**src/core/nedc_pkg.sv**
```systemverilog
package nedc_pkg;

   localparam int NEDC_SECTORS = 8;
   localparam int NEDC_POS_PER_SECTOR = 8;
   localparam int NEDC_POS_W = 13;
   localparam int NEDC_AW = 8;

   // register byte addresses
   localparam logic [7:0] ADDR_XFER_BUF = 8'h00;
   localparam logic [7:0] ADDR_CORR_BUF = 8'h04;
   localparam logic [7:0] ADDR_BUSY = 8'h08;
   localparam logic [7:0] ADDR_ERR_FLAGS = 8'h0c;
   localparam logic [7:0] ADDR_CTRL = 8'h10;
   localparam logic [7:0] ADDR_INT_STAT = 8'h14;
   localparam logic [7:0] ADDR_INT_MASK = 8'h18;
   localparam logic [7:0] ADDR_DS_BASE = 8'h40;
   localparam logic [7:0] ADDR_DS_MASK = 8'he0;
   localparam logic [7:0] ADDR_POS_BASE = 8'h80;
   localparam logic [7:0] ADDR_POS_MASK = 8'h80;

   // control register fields
   localparam int CTRL_DIR_BIT = 0;
   localparam int CTRL_SEL8_BIT = 1;
   localparam int CTRL_AUTO_BIT = 2;
   localparam int CTRL_W = 3;
   localparam logic [CTRL_W-1:0] CTRL_RESET = 3'h0;

   // busy register fields
   localparam int BUSY_SYN_BIT = 0;
   localparam int BUSY_SIGMA_BIT = 1;
   localparam int BUSY_CHIEN_BIT = 2;
   localparam int BUSY_W = 3;

   // decode state fields
   localparam int DS_W = 10;
   localparam int DS_OUTCOME_LSB = 8;
   localparam int DS_CRC_FIX_BIT = 7;
   localparam int DS_SEARCH_BIT = 6;
   localparam int DS_SIGMA_BIT = 5;
   localparam int DS_ZSYN_BIT = 4;
   localparam int DS_COUNT_LSB = 0;
   localparam logic [DS_W-1:0] DS_RESET = 10'h000;

   localparam logic [1:0] OUTCOME_NONE = 2'h0;
   localparam logic [1:0] OUTCOME_FIXABLE = 2'h1;
   localparam logic [1:0] OUTCOME_UNCORR = 2'h2;
   localparam logic [3:0] COUNT_NONE = 4'h0;
   localparam logic [3:0] COUNT_MAX = 4'h8;
   localparam logic [3:0] COUNT_UNCORR = 4'hf;

   // position word layout
   localparam int POS_LO_LSB = 0;
   localparam int POS_HI_LSB = 16;
   localparam int POS_VALID_BCH4 = 4;

   // address and field widths of the per-sector windows
   localparam int POS_SEC_LSB = 4;
   localparam int POS_WORD_LSB = 2;
   localparam int DS_SEC_LSB = 2;
   localparam int SEC_W = 3;
   localparam int WIDX_W = 2;
   localparam int OUTCOME_W = 2;
   localparam int OUTCOME_MSB = 1;
   localparam int COUNT_W = 4;

   // interrupt events
   localparam int IRQ_DONE_BIT = 0;
   localparam int IRQ_UNCORR_BIT = 1;
   localparam int IRQ_CORR_WORD_BIT = 2;
   localparam int IRQ_W = 3;
   localparam logic [IRQ_W-1:0] IRQ_RESET = 3'h0;

   localparam logic [31:0] WORD_RESET = 32'h0000_0000;

   typedef struct packed {
      logic chien;
      logic sigma;
      logic syndrome;
   } nedc_busy_t;

   typedef struct packed {
      logic done;
      logic [2:0] sector;
      logic [1:0] outcome;
      logic crc_fail_after_fix;
      logic search_uncorrectable;
      logic sigma_uncorrectable;
      logic zero_syndrome_crc_fail;
      logic [3:0] error_count;
      logic [NEDC_POS_PER_SECTOR-1:0][NEDC_POS_W-1:0] pos;
   } nedc_result_t;

   typedef struct packed {
      logic valid;
      logic [31:0] data;
   } nedc_word_t;

endpackage

```
**src/core/nedc_status.sv**
```systemverilog
// Functional notes
// RULE_01 - 32-bit read/write transfer buffer feeds words to the codec; resets zero.
// RULE_02 - 32-bit read-only corrected buffer holds words sent to third page RAM.
// RULE_03 - busy bit 2 shows the Chien search stage running.
// RULE_04 - busy bit 1 shows the sigma calculation stage running.
// RULE_05 - busy bit 0 shows syndrome running; bits 31 to 3 read zero.
// RULE_06 - error flags: sector 1 at bit 0 to sector 8 at bit 7, 1 means clean.
// RULE_07 - eight decode state registers; auto mode keeps them on clean sectors.
// RULE_08 - outcome bits 9:8: 00 clean, 01 correctable, 1x uncorrectable.
// RULE_09 - bit 7 flags CRC error after fix; only in BCH4 with auto correction.
// RULE_10 - bit 6 flags Chien search found sector uncorrectable.
// RULE_11 - bit 5 flags sigma calculation found sector uncorrectable.
// RULE_12 - bit 4 flags all-zero syndromes with a CRC error.
// RULE_13 - count bits 3:0: 0 none, 1 to 8 errors, 15 uncorrectable.
// RULE_14 - four position words per sector, 13-bit fields at 12:0 and 28:16.
// RULE_15 - positions 5 to 8 are invalid when BCH4 mode is selected.
// RULE_16 - software sets direction 0 to encode and 1 to decode.
// RULE_17 - software sets strength 0 for BCH4 with CRC, 1 for BCH8.
// RULE_18 - software sets correction mode 0 software, 1 automatic.
// RULE_19 - flags, state and positions of a sector update together at its end; in auto mode a clean sector updates only its flag.
`timescale 1ns/100ps
`default_nettype none

module nedc_status
   import nedc_pkg::*;
#(
   parameter int NUM_SECTORS = NEDC_SECTORS,
   parameter int POS_PER_SECTOR = NEDC_POS_PER_SECTOR,
   parameter int POS_W = NEDC_POS_W
)
(
   // clock and reset
   input wire logic ref_clk_i,
   input wire logic nrst_i,
   // register port
   input wire logic [NEDC_AW-1:0] reg_addr_i,
   input wire logic [31:0] reg_wdata_i,
   input wire logic reg_wr_i,
   input wire logic reg_rd_i,
   output logic [31:0] reg_rdata_o,
   // mode to the codec
   output logic decode_dir_o,
   output logic bch8_sel_o,
   output logic auto_fix_o,
   // word path into the codec
   output logic codec_word_valid_o,
   output logic [31:0] codec_word_in_o,
   // decoder core status
   input wire nedc_busy_t busy_i,
   input wire nedc_result_t result_i,
   // corrected words toward the third page RAM
   input wire nedc_word_t corr_word_i,
   output logic third_page_ram_we_o,
   output logic [31:0] third_page_ram_data_o,
   // interrupt
   output logic irq_o
);

   // software-visible state
   logic [31:0] xfer_buf_ff;
   logic xfer_valid_ff;
   logic [31:0] corr_buf_ff;
   logic ram_we_ff;
   logic [BUSY_W-1:0] busy_ff;
   logic [CTRL_W-1:0] ctrl_ff;
   logic [IRQ_W-1:0] int_stat_ff;
   logic [IRQ_W-1:0] int_mask_ff;
   logic [31:0] rdata_ff;

   // per-sector result storage
   logic [NUM_SECTORS-1:0] clean_ff;
   logic [DS_W-1:0] ds_ff [NUM_SECTORS];
   logic [POS_W-1:0] pos_ff [NUM_SECTORS][POS_PER_SECTOR];

   // next values
   logic [CTRL_W-1:0] nxt_ctrl;
   logic [31:0] nxt_xfer_buf;
   logic [31:0] nxt_corr_buf;
   logic [BUSY_W-1:0] nxt_busy;
   logic [IRQ_W-1:0] nxt_int_mask;
   logic [DS_W-1:0] nxt_ds;
   logic [31:0] nxt_rdata;

   // decoded strobes and events
   logic wr_xfer;
   logic wr_ctrl;
   logic wr_stat;
   logic wr_mask;
   logic res_clean;
   logic ds_update;
   logic [NUM_SECTORS-1:0] sector_hit;
   logic [NUM_SECTORS-1:0] commit_flag;
   logic [NUM_SECTORS-1:0] commit_state;
   logic [IRQ_W-1:0] events;

   // result fields taken at the done pulse
   logic [OUTCOME_W-1:0] res_outcome;
   logic [COUNT_W-1:0] res_count;
   logic res_uncorr;
   logic crc_fix_meaningful;

   assign wr_xfer = reg_wr_i && (reg_addr_i == ADDR_XFER_BUF);
   assign wr_ctrl = reg_wr_i && (reg_addr_i == ADDR_CTRL);
   assign wr_stat = reg_wr_i && (reg_addr_i == ADDR_INT_STAT);
   assign wr_mask = reg_wr_i && (reg_addr_i == ADDR_INT_MASK);

   assign res_outcome = result_i.outcome;
   assign res_count = result_i.error_count;
   assign res_uncorr = res_outcome[OUTCOME_MSB];
   // crc-after-fix has no meaning outside BCH4 with auto correction
   assign crc_fix_meaningful = !ctrl_ff[CTRL_SEL8_BIT] &&
      ctrl_ff[CTRL_AUTO_BIT]; // RULE_09

   // software-held mode bits steer the result capture
   always_comb begin
      nxt_ctrl = ctrl_ff;
      if (wr_ctrl) begin
         nxt_ctrl = reg_wdata_i[CTRL_W-1:0];
      end
   end

   always_ff @(posedge ref_clk_i) begin
      if (!nrst_i) begin
         ctrl_ff <= CTRL_RESET;
      end else begin
         ctrl_ff <= nxt_ctrl;
      end
   end

   assign decode_dir_o = ctrl_ff[CTRL_DIR_BIT]; // RULE_16
   assign bch8_sel_o = ctrl_ff[CTRL_SEL8_BIT]; // RULE_17
   assign auto_fix_o = ctrl_ff[CTRL_AUTO_BIT]; // RULE_18

   // transfer buffer: each write hands one word to the codec
   always_comb begin
      nxt_xfer_buf = xfer_buf_ff;
      if (wr_xfer) begin
         nxt_xfer_buf = reg_wdata_i; // RULE_01
      end
   end

   always_ff @(posedge ref_clk_i) begin
      if (!nrst_i) begin
         xfer_buf_ff <= WORD_RESET;
      end else begin
         xfer_buf_ff <= nxt_xfer_buf;
      end
   end

   // one-cycle strobe tells the codec a fresh word is waiting
   always_ff @(posedge ref_clk_i) begin
      if (!nrst_i) begin
         xfer_valid_ff <= 1'b0;
      end else begin
         xfer_valid_ff <= wr_xfer; // RULE_01
      end
   end

   assign codec_word_valid_o = xfer_valid_ff;
   assign codec_word_in_o = xfer_buf_ff;

   // corrected words are kept for software and forwarded to the page RAM
   always_comb begin
      nxt_corr_buf = corr_buf_ff;
      if (corr_word_i.valid) begin
         nxt_corr_buf = corr_word_i.data; // RULE_02
      end
   end

   always_ff @(posedge ref_clk_i) begin
      if (!nrst_i) begin
         corr_buf_ff <= WORD_RESET;
      end else begin
         corr_buf_ff <= nxt_corr_buf;
      end
   end

   // page ram write lags the word by one cycle, data held until the next
   always_ff @(posedge ref_clk_i) begin
      if (!nrst_i) begin
         ram_we_ff <= 1'b0;
      end else begin
         ram_we_ff <= corr_word_i.valid;
      end
   end

   assign third_page_ram_we_o = ram_we_ff;
   assign third_page_ram_data_o = corr_buf_ff;

   // stage busy levels sampled once so a read sees one coherent set
   always_comb begin
      nxt_busy = '0;
      nxt_busy[BUSY_CHIEN_BIT] = busy_i.chien; // RULE_03
      nxt_busy[BUSY_SIGMA_BIT] = busy_i.sigma; // RULE_04
      nxt_busy[BUSY_SYN_BIT] = busy_i.syndrome; // RULE_05
   end

   always_ff @(posedge ref_clk_i) begin
      if (!nrst_i) begin
         busy_ff <= '0;
      end else begin
         busy_ff <= nxt_busy;
      end
   end

   assign res_clean = (res_outcome == OUTCOME_NONE);
   // a clean sector leaves its state alone under automatic correction
   assign ds_update = result_i.done &&
      !(ctrl_ff[CTRL_AUTO_BIT] && res_clean); // RULE_07

   always_comb begin
      nxt_ds = DS_RESET;
      nxt_ds[DS_OUTCOME_LSB +: OUTCOME_W] = res_outcome; // RULE_08
      nxt_ds[DS_CRC_FIX_BIT] = result_i.crc_fail_after_fix &&
         crc_fix_meaningful; // RULE_09
      nxt_ds[DS_SEARCH_BIT] = result_i.search_uncorrectable; // RULE_10
      nxt_ds[DS_SIGMA_BIT] = result_i.sigma_uncorrectable; // RULE_11
      nxt_ds[DS_ZSYN_BIT] = result_i.zero_syndrome_crc_fail; // RULE_12
      nxt_ds[DS_COUNT_LSB +: COUNT_W] = res_count; // RULE_13
   end

   // per-sector results commit on the done pulse; state and positions skip a clean sector under automatic correction
   for (genvar s = 0; s < NUM_SECTORS; s++) begin : g_sector
      assign sector_hit[s] = (result_i.sector == SEC_W'(s));
      assign commit_flag[s] = result_i.done && sector_hit[s];
      assign commit_state[s] = ds_update && sector_hit[s];

      // the clean flag follows every finished sector, whatever the mode
      always_ff @(posedge ref_clk_i) begin
         if (!nrst_i) begin
            clean_ff[s] <= 1'b0;
         end else if (commit_flag[s]) begin
            clean_ff[s] <= res_clean; // RULE_06 RULE_19
         end
      end

      always_ff @(posedge ref_clk_i) begin
         if (!nrst_i) begin
            ds_ff[s] <= DS_RESET;
         end else if (commit_state[s]) begin
            ds_ff[s] <= nxt_ds; // RULE_19
         end
      end

      for (genvar p = 0; p < POS_PER_SECTOR; p++) begin : g_pos
         always_ff @(posedge ref_clk_i) begin
            if (!nrst_i) begin
               pos_ff[s][p] <= '0;
            end else if (commit_state[s]) begin
               pos_ff[s][p] <= result_i.pos[p]; // RULE_14 RULE_19
            end
         end
      end
   end

   // interrupt events: sector finished, sector uncorrectable, corrected word
   always_comb begin
      events = IRQ_RESET;
      events[IRQ_DONE_BIT] = result_i.done;
      events[IRQ_UNCORR_BIT] = result_i.done && res_uncorr;
      events[IRQ_CORR_WORD_BIT] = corr_word_i.valid;
   end

   // set beats write-one-to-clear so no event is dropped
   for (genvar b = 0; b < IRQ_W; b++) begin : g_irq
      logic clr;
      assign clr = wr_stat && reg_wdata_i[b];

      always_ff @(posedge ref_clk_i) begin
         if (!nrst_i) begin
            int_stat_ff[b] <= IRQ_RESET[b];
         end else if (events[b]) begin
            int_stat_ff[b] <= 1'b1;
         end else if (clr) begin
            int_stat_ff[b] <= 1'b0;
         end
      end
   end

   always_comb begin
      nxt_int_mask = int_mask_ff;
      if (wr_mask) begin
         nxt_int_mask = reg_wdata_i[IRQ_W-1:0];
      end
   end

   always_ff @(posedge ref_clk_i) begin
      if (!nrst_i) begin
         int_mask_ff <= IRQ_RESET;
      end else begin
         int_mask_ff <= nxt_int_mask;
      end
   end

   assign irq_o = |(int_stat_ff & int_mask_ff);

   // read decode, answer registered one cycle after the strobe
   logic pos_hit;
   logic ds_hit;
   logic [SEC_W-1:0] pos_sec;
   logic [WIDX_W-1:0] pos_widx;
   logic [SEC_W-1:0] pos_lo_idx;
   logic [SEC_W-1:0] pos_hi_idx;
   logic pos_hidden;
   logic [SEC_W-1:0] ds_sec;
   logic [31:0] pos_word;
   logic [31:0] ds_word;
   logic [31:0] csr_word;

   assign pos_hit = (reg_addr_i & ADDR_POS_MASK) == ADDR_POS_BASE;
   assign ds_hit = (reg_addr_i & ADDR_DS_MASK) == ADDR_DS_BASE;
   assign pos_sec = reg_addr_i[POS_SEC_LSB +: SEC_W];
   assign pos_widx = reg_addr_i[POS_WORD_LSB +: WIDX_W];
   assign pos_lo_idx = {pos_widx, 1'b0};
   assign pos_hi_idx = {pos_widx, 1'b1};
   assign ds_sec = reg_addr_i[DS_SEC_LSB +: SEC_W];
   // upper four positions carry nothing in BCH4 mode
   assign pos_hidden = !ctrl_ff[CTRL_SEL8_BIT] &&
      (32'(pos_lo_idx) >= POS_VALID_BCH4); // RULE_15

   // stored positions survive a mode change; only the read view is masked
   always_comb begin
      pos_word = WORD_RESET;
      if (!pos_hidden) begin
         pos_word[POS_LO_LSB +: POS_W] =
            pos_ff[pos_sec][pos_lo_idx]; // RULE_14
         pos_word[POS_HI_LSB +: POS_W] =
            pos_ff[pos_sec][pos_hi_idx]; // RULE_14
      end
   end

   always_comb begin
      ds_word = WORD_RESET;
      ds_word[DS_W-1:0] = ds_ff[ds_sec]; // RULE_07
   end

   always_comb begin
      csr_word = WORD_RESET;
      unique case (reg_addr_i)
         ADDR_XFER_BUF: csr_word = xfer_buf_ff; // RULE_01
         ADDR_CORR_BUF: csr_word = corr_buf_ff; // RULE_02
         ADDR_BUSY: csr_word[BUSY_W-1:0] = busy_ff; // RULE_05
         ADDR_ERR_FLAGS: csr_word[NUM_SECTORS-1:0] = clean_ff; // RULE_06
         ADDR_CTRL: csr_word[CTRL_W-1:0] = ctrl_ff;
         ADDR_INT_STAT: csr_word[IRQ_W-1:0] = int_stat_ff;
         ADDR_INT_MASK: csr_word[IRQ_W-1:0] = int_mask_ff;
         default: csr_word = WORD_RESET;
      endcase
   end

   // the position window wins over the state window, then the csrs
   always_comb begin
      if (pos_hit) begin
         nxt_rdata = pos_word;
      end else if (ds_hit) begin
         nxt_rdata = ds_word;
      end else begin
         nxt_rdata = csr_word;
      end
   end

   // data stand only in the cycle after the read strobe
   always_ff @(posedge ref_clk_i) begin
      if (!nrst_i) begin
         rdata_ff <= WORD_RESET;
      end else if (reg_rd_i) begin
         rdata_ff <= nxt_rdata;
      end else begin
         rdata_ff <= WORD_RESET;
      end
   end

   assign reg_rdata_o = rdata_ff;

endmodule // nedc_status

`default_nettype wire

```
**config.mk**
```make
export PLATFORM = sky130hd
export DESIGN_NAME = nedc_status
export DESIGN_NICKNAME = d
export VERILOG_FILES = /design/src/core/nedc_pkg.sv /design/src/core/nedc_status.sv
export SDC_FILE = /design/constraint.sdc
export NUM_CORES = 2
export LEC_CHECK = 0
export ABC_AREA = 1
export BUFFER_PORTS_ARGS = -buffer_cell sky130_fd_sc_hd__buf_2
export CORE_MARGIN = 2
export CORE_UTILIZATION = 50
export DETAILED_ROUTE_END_ITERATION = 7
export PLACE_DENSITY_LB_ADDON = 0.12
export REMOVE_ABC_BUFFERS = 1
export SLEW_MARGIN = 10
export SYNTH_ARGS = -nofsm -noshare
export SYNTH_HDL_FRONTEND = slang
export SYNTH_SLANG_ARGS = --single-unit
```
**constraint.sdc**
```tcl
create_clock -name ref_clk_i -period 4.08 [get_ports ref_clk_i]
set_input_delay 0.408 -clock ref_clk_i [delete_from_list [all_inputs] [get_ports ref_clk_i]]
set_output_delay 0.408 -clock ref_clk_i [all_outputs]
set_load 0.02 [all_outputs]
```
## Word level (Yosys, flattened, before mapping)

Memories as Yosys holds them, arrays and structs flattened.
Cells that the tools add are included.

| storage, ports and cells | value |
|---|---|
| flip-flop bits (word level) | 118 |
| RAM bits | 912 |
| bits of input ports | 198 |
| output and inout bits | 102 |
| logic and storage cells | 272 |
| memories kept | 2 |

Memory list:

| name | depth | width | read ports | clocked after memory_dff | write ports | RTL line | RTL |
|---|---|---|---|---|---|---|---|
| pos_ff | 8 | 104 | 1 | 0 | 8 | nedc_status.sv:73 | `logic [POS_W-1:0] pos_ff [NUM_SECTORS][POS_PER_SECTOR];` |
| ds_ff | 8 | 10 | 1 | 0 | 8 | nedc_status.sv:72 | `logic [DS_W-1:0] ds_ff [NUM_SECTORS];` |

| operators by class | value |
|---|---|
| magnitude comparators | 3 |
| equality and inequality tests | 14 |
| muxes and demuxes | 116 |
| bitwise logic cells | 77 |
| reductions and logical operators | 40 |

Operator list:

| operator | count |
|---|---|
| 13-bit 2-to-1 mux | 70 |
| 10-bit 2-to-1 mux | 8 |
| 13-bit binary-select mux with 3-bit select | 2 |
| 1-bit bitwise OR | 72 |
| 29-bit 2-to-1 mux | 2 |
| 24-bit one-hot mux with 2 select lines | 1 |
| 1-bit 2-to-1 mux | 31 |
| 1-bit logical AND | 29 |
| 8-bit by 5-bit equality test with 1-bit output (second input constant) | 3 |
| 3-bit one-hot mux with 7 select lines | 1 |
| 8-bit by 4-bit equality test with 1-bit output (second input constant) | 2 |
| 5-bit one-hot mux with 3 select lines | 1 |
| 3-bit equality test (second input constant) | 4 |
| 3-bit by 2-bit equality test with 1-bit output (second input constant) | 3 |
| 8-bit by 3-bit equality test with 1-bit output (second input constant) | 1 |
| 4-bit greater-or-equal comparator (second input constant) | 2 |
| 8-bit zero test | 1 |
| 3-bit inverter with 4-bit output | 2 |
| 2-bit nonzero test | 3 |
| 4-bit OR reduction | 1 |
| 3-bit bitwise AND | 1 |
| 3-bit by 1-bit equality test with 1-bit output (second input constant) | 1 |
| 3-bit greater-or-equal comparator (second input constant) | 1 |
| 3-bit zero test | 1 |
| other kinds (5) | 7 |

## Logic depth before layout (Yosys ltp)

| depth | value |
|---|---|
| word-level depth | 9 |
| mapped depth | 12 |
| depth with buffers taken out | 10 |

## Worst setup path before layout

OpenSTA, ideal clock, no wires.

| timing path | value |
|---|---|
| path type | input port to flip-flop |
| start point | input nrst_i |
| end point | memory ds_ff[0][0] (enable) |
| library setup time | 1,016 ps |
| arrival | 3,039 ps |
| data required time | 3,064 ps |
| path slack | 25 ps |
| cell stages on the path | 4 |
| buffers on the path | 3 |
| cell sequence | buf_2 > clkbuf_1 > buf_1 > nand2_1 |

RTL lines:

| element | RTL line | RTL |
|---|---|---|
| start, declared | nedc_status.sv:34 | `input wire logic nrst_i,` |
| end, declared | nedc_status.sv:72 |  |

==> key figures <==
Synth
  – Number of synthesized flops with an enable pin: 912
  – Library cells used by synthesis: 35
  – Flops & latches, synth: 1030
  – Netlist Area Pre-Place: 44100 sq um
  – Synth Instances: 4369
  – Top cell type by total area after synthesis: edfxtp_1
  – Sequential cell area fraction in the yosys report: 67.4%
  – Ys flop type: edfxtp_1
  – Top cell type's share of synthesized area: 62.1%
  – Ys async rst share: 0%
  – Ranking of synthesized cells by area: edfxtp_1 (62%), nor2_1 (11%), nand2_1 (5.5%)
  – Syn avg cell area: 10.1 sq um
  – Yosys warns: 0

Placement
  – Port Buffers: 299
  – Pre-CTS setup slack: 1.20 ns
  – Cells after DPL: 5612
  – Gpl congestion: 0.885
  – DP HPWL: 76600 um

GRT
  – Vias in the first global route: 32700
  – Tot GR Track Use: 30.5%
  – First-pass GRT wire length: 206000 um
  – GRT overflow: 0
  – Initial antenna violation count: 4
  – Largest net degree at the start of global routing: 132

STA
  – Fin Hold WS: 0.0234 ns
  – Slew headroom: 31.3%
  – Worst Tran Pin Value: 1.03 ns
  – Finish-stage setup viols: 0
  – TNS Setup: 0 ns
  – Peak Freq: 387 MHz
  – Max Clock Skew: 0.0213 ns
  – Fin worst setup slack: 1.50 ns
  – Crit path time final: 2.58 ns
  – Tcrit/Tclk final: 63.3%
  – Fin. Hold Viols: 0
  – RSZ-0062 raised after global routing: false
  – Slew Limit Fails: 0

Setup path
  – Setup crit end kind: flop
  – Data arrival, critical path: 3.12 ns
  – Worst setup SP type: input port
  – CP max FO: 49
  – Worst EP required: 4.61 ns
  – WS Path Type: input port to flop

Pwr
  – Leakage: 19.8 nW
  – Total Power: 0.0237 W
  – Power Dens Cells: 465 nW/um^2
  – IR drop worst, VDD: 0.435 mV

Floorplan
  – Die Wd: 301 um
  – I/O pin count: 300
  – Initial Util: 50.6%
  – Row count: 108
  – Die Span Y: 301 um
  – Core ar.: 87200 sq um
  – Die footprint: 90600 sq um

Cells and area
  – Share of layout cells above drive strength 1: 11.8%
  – Layout area overhead: 15.4%
  – Layout Cells excl Fill: 5866
  – Final #Nets: 4814
  – Most frequent cells in the layout: nor2_1 (1280), edfxtp_1 (912), nand2_1 (644)
  – # fillers: 7427
  – Leading cell type in the layout, fill and taps excluded: nor2_1

Routing
  – DRC: 0
  – Initial DRC Count: 3768
  – 1st-pass router iterations: 6
  – DRT Wirelength: 139000 um
  – Drt wl/cell: 23.7 um
  – DR vias: 33800
  – Remaining antenna violation count after routing: 0
  – Vias per cell: 5.76

Clock tree
  – Htree depth: 3
  – CTS tree: done
  – Clock buffer depth: 3
  – Reg clk slew, reported paths: 0.06 ns
  – Post-CTS Setup Bufs: 0
  – CTS buffer count: 107
  – Clock Latency Late Sink: 0.69 ns
  – Sink Count: 1030
  – Clock root buffer: clkbuf_16

Outcome
  – Outcome: completed

Job
  – Max_cap viols: 0

Hold path
  – HP Class: input port to flop
==> logic make-up (layout without fill, tap and decap cells) <==
kind of cell           after synthesis  count (layout)  synth area share (%)
AND/OR/NAND/NOR                   2247            2247                  20.5
flip-flops                        1030            1030                  67.4
AO/OA/AOI/OAI                      580             580                  7.25
buffers and inverters              512             852                  4.77
other                                0               2                     0
==> layout make-up <==
| class | count | area, sq um | area share [%] |
|---|---|---|---|
| Multi-Input combinational cell | 2827 | 12400 | 24.4 |
| Inverter | 225 | 860 | 1.69 |
| Sequential cell | 1030 | 29700 | 58.5 |
| Clock buffer | 152 | 2940 | 5.78 |
| Timing Repair Buffer | 425 | 3020 | 5.94 |
| Clock inverter | 50 | 444 | 0.873 |
| Antenna cell | 2 | 5.00 | 0.00983 |
| Tap cell | 1155 | 1450 | 2.84 |
==> where the power goes <==
part / total, W / leakage, nW / internal [W] / switching [W]
combinational: 0.00189 / 8.43 / 0.000495 / 0.00140
sequential: 0.0123 / 9.78 / 0.0121 / 0.000175
clock: 0.00948 / 1.63 / 0.00535 / 0.00414
==> timing repair <==
action,in CTS,in global routing
hold buffers,50,0
hold endpoints to repair,51,0
resized for setup,0,0
==> synth_stat cells, types with 3 or more instances <==
master and instances:
nor2_1 1281, edfxtp_1 912, nand2_1 652, o21ai_0 269
inv_1 218, a21oi_1 175, nand3_1 174, clkbuf_1 129
dfxtp_1 118, nand4_1 114, buf_2 106, o211ai_1 103
buf_1 42, o21ai_1 14, o22ai_1 12, nor3_1 9
buf_4 7, inv_2 5, nor2_4 5, buf_6 3
nand2_2 3, nor2_2 3, nor2_8 3
==> state kept, by name, indices dropped and copies added (netlist names) <==
name,cells
busy_ff,3
clean_ff,8
codec_word_in_o,32
codec_word_valid_o,1
ctrl_ff,3
ds_ff,80
int_mask_ff,3
int_stat_ff,3
pos_ff,832
reg_rdata_o,32
third_page_ram_data_o,32
third_page_ram_we_o,1
==> path summary, 6_finish.rpt <==
check,slack (ns),cells after the start,from,endpoint
max,1.50,9,result_i[117],pos_ff[0][93]
min,0.02,3,reg_wdata_i[21],codec_word_in_o[21]
min reg2reg,0.46,2,int_stat_ff[2],int_stat_ff[2]
max reg2reg,1.56,4,ctrl_ff[2],pos_ff[0][93]
==> worst max-delay path, stage by stage <==
cell           delay (ns)
dlygate4sd3_1        0.52
buf_2                0.13
inv_1                0.05
nor2_1               0.09
inv_1                0.14
nor2_1               0.28
nand3_4              0.80
buf_12               0.50
nor2_1               0.13
==> metrics by stage <==
| step | utilization [%] | instance area, sq um |
|---|---|---|
| final | 58.4 | 50900 |
| after global placement | 53.9 | 47000 |
| after floorplan | - | 42900 |
| after global routing | 58.4 | 50900 |
| after CTS | 58.4 | 50900 |
| after detailed placement | 53.9 | 47000 |
==> layer usage <==
metal	part of all wire, %	track usage [%]
met2	47	49.6
met1	41	41.6
met4	3.3	10.3
met3	9.2	5.32
met5	0.022	0
Power figures use the tool's default switching activity.
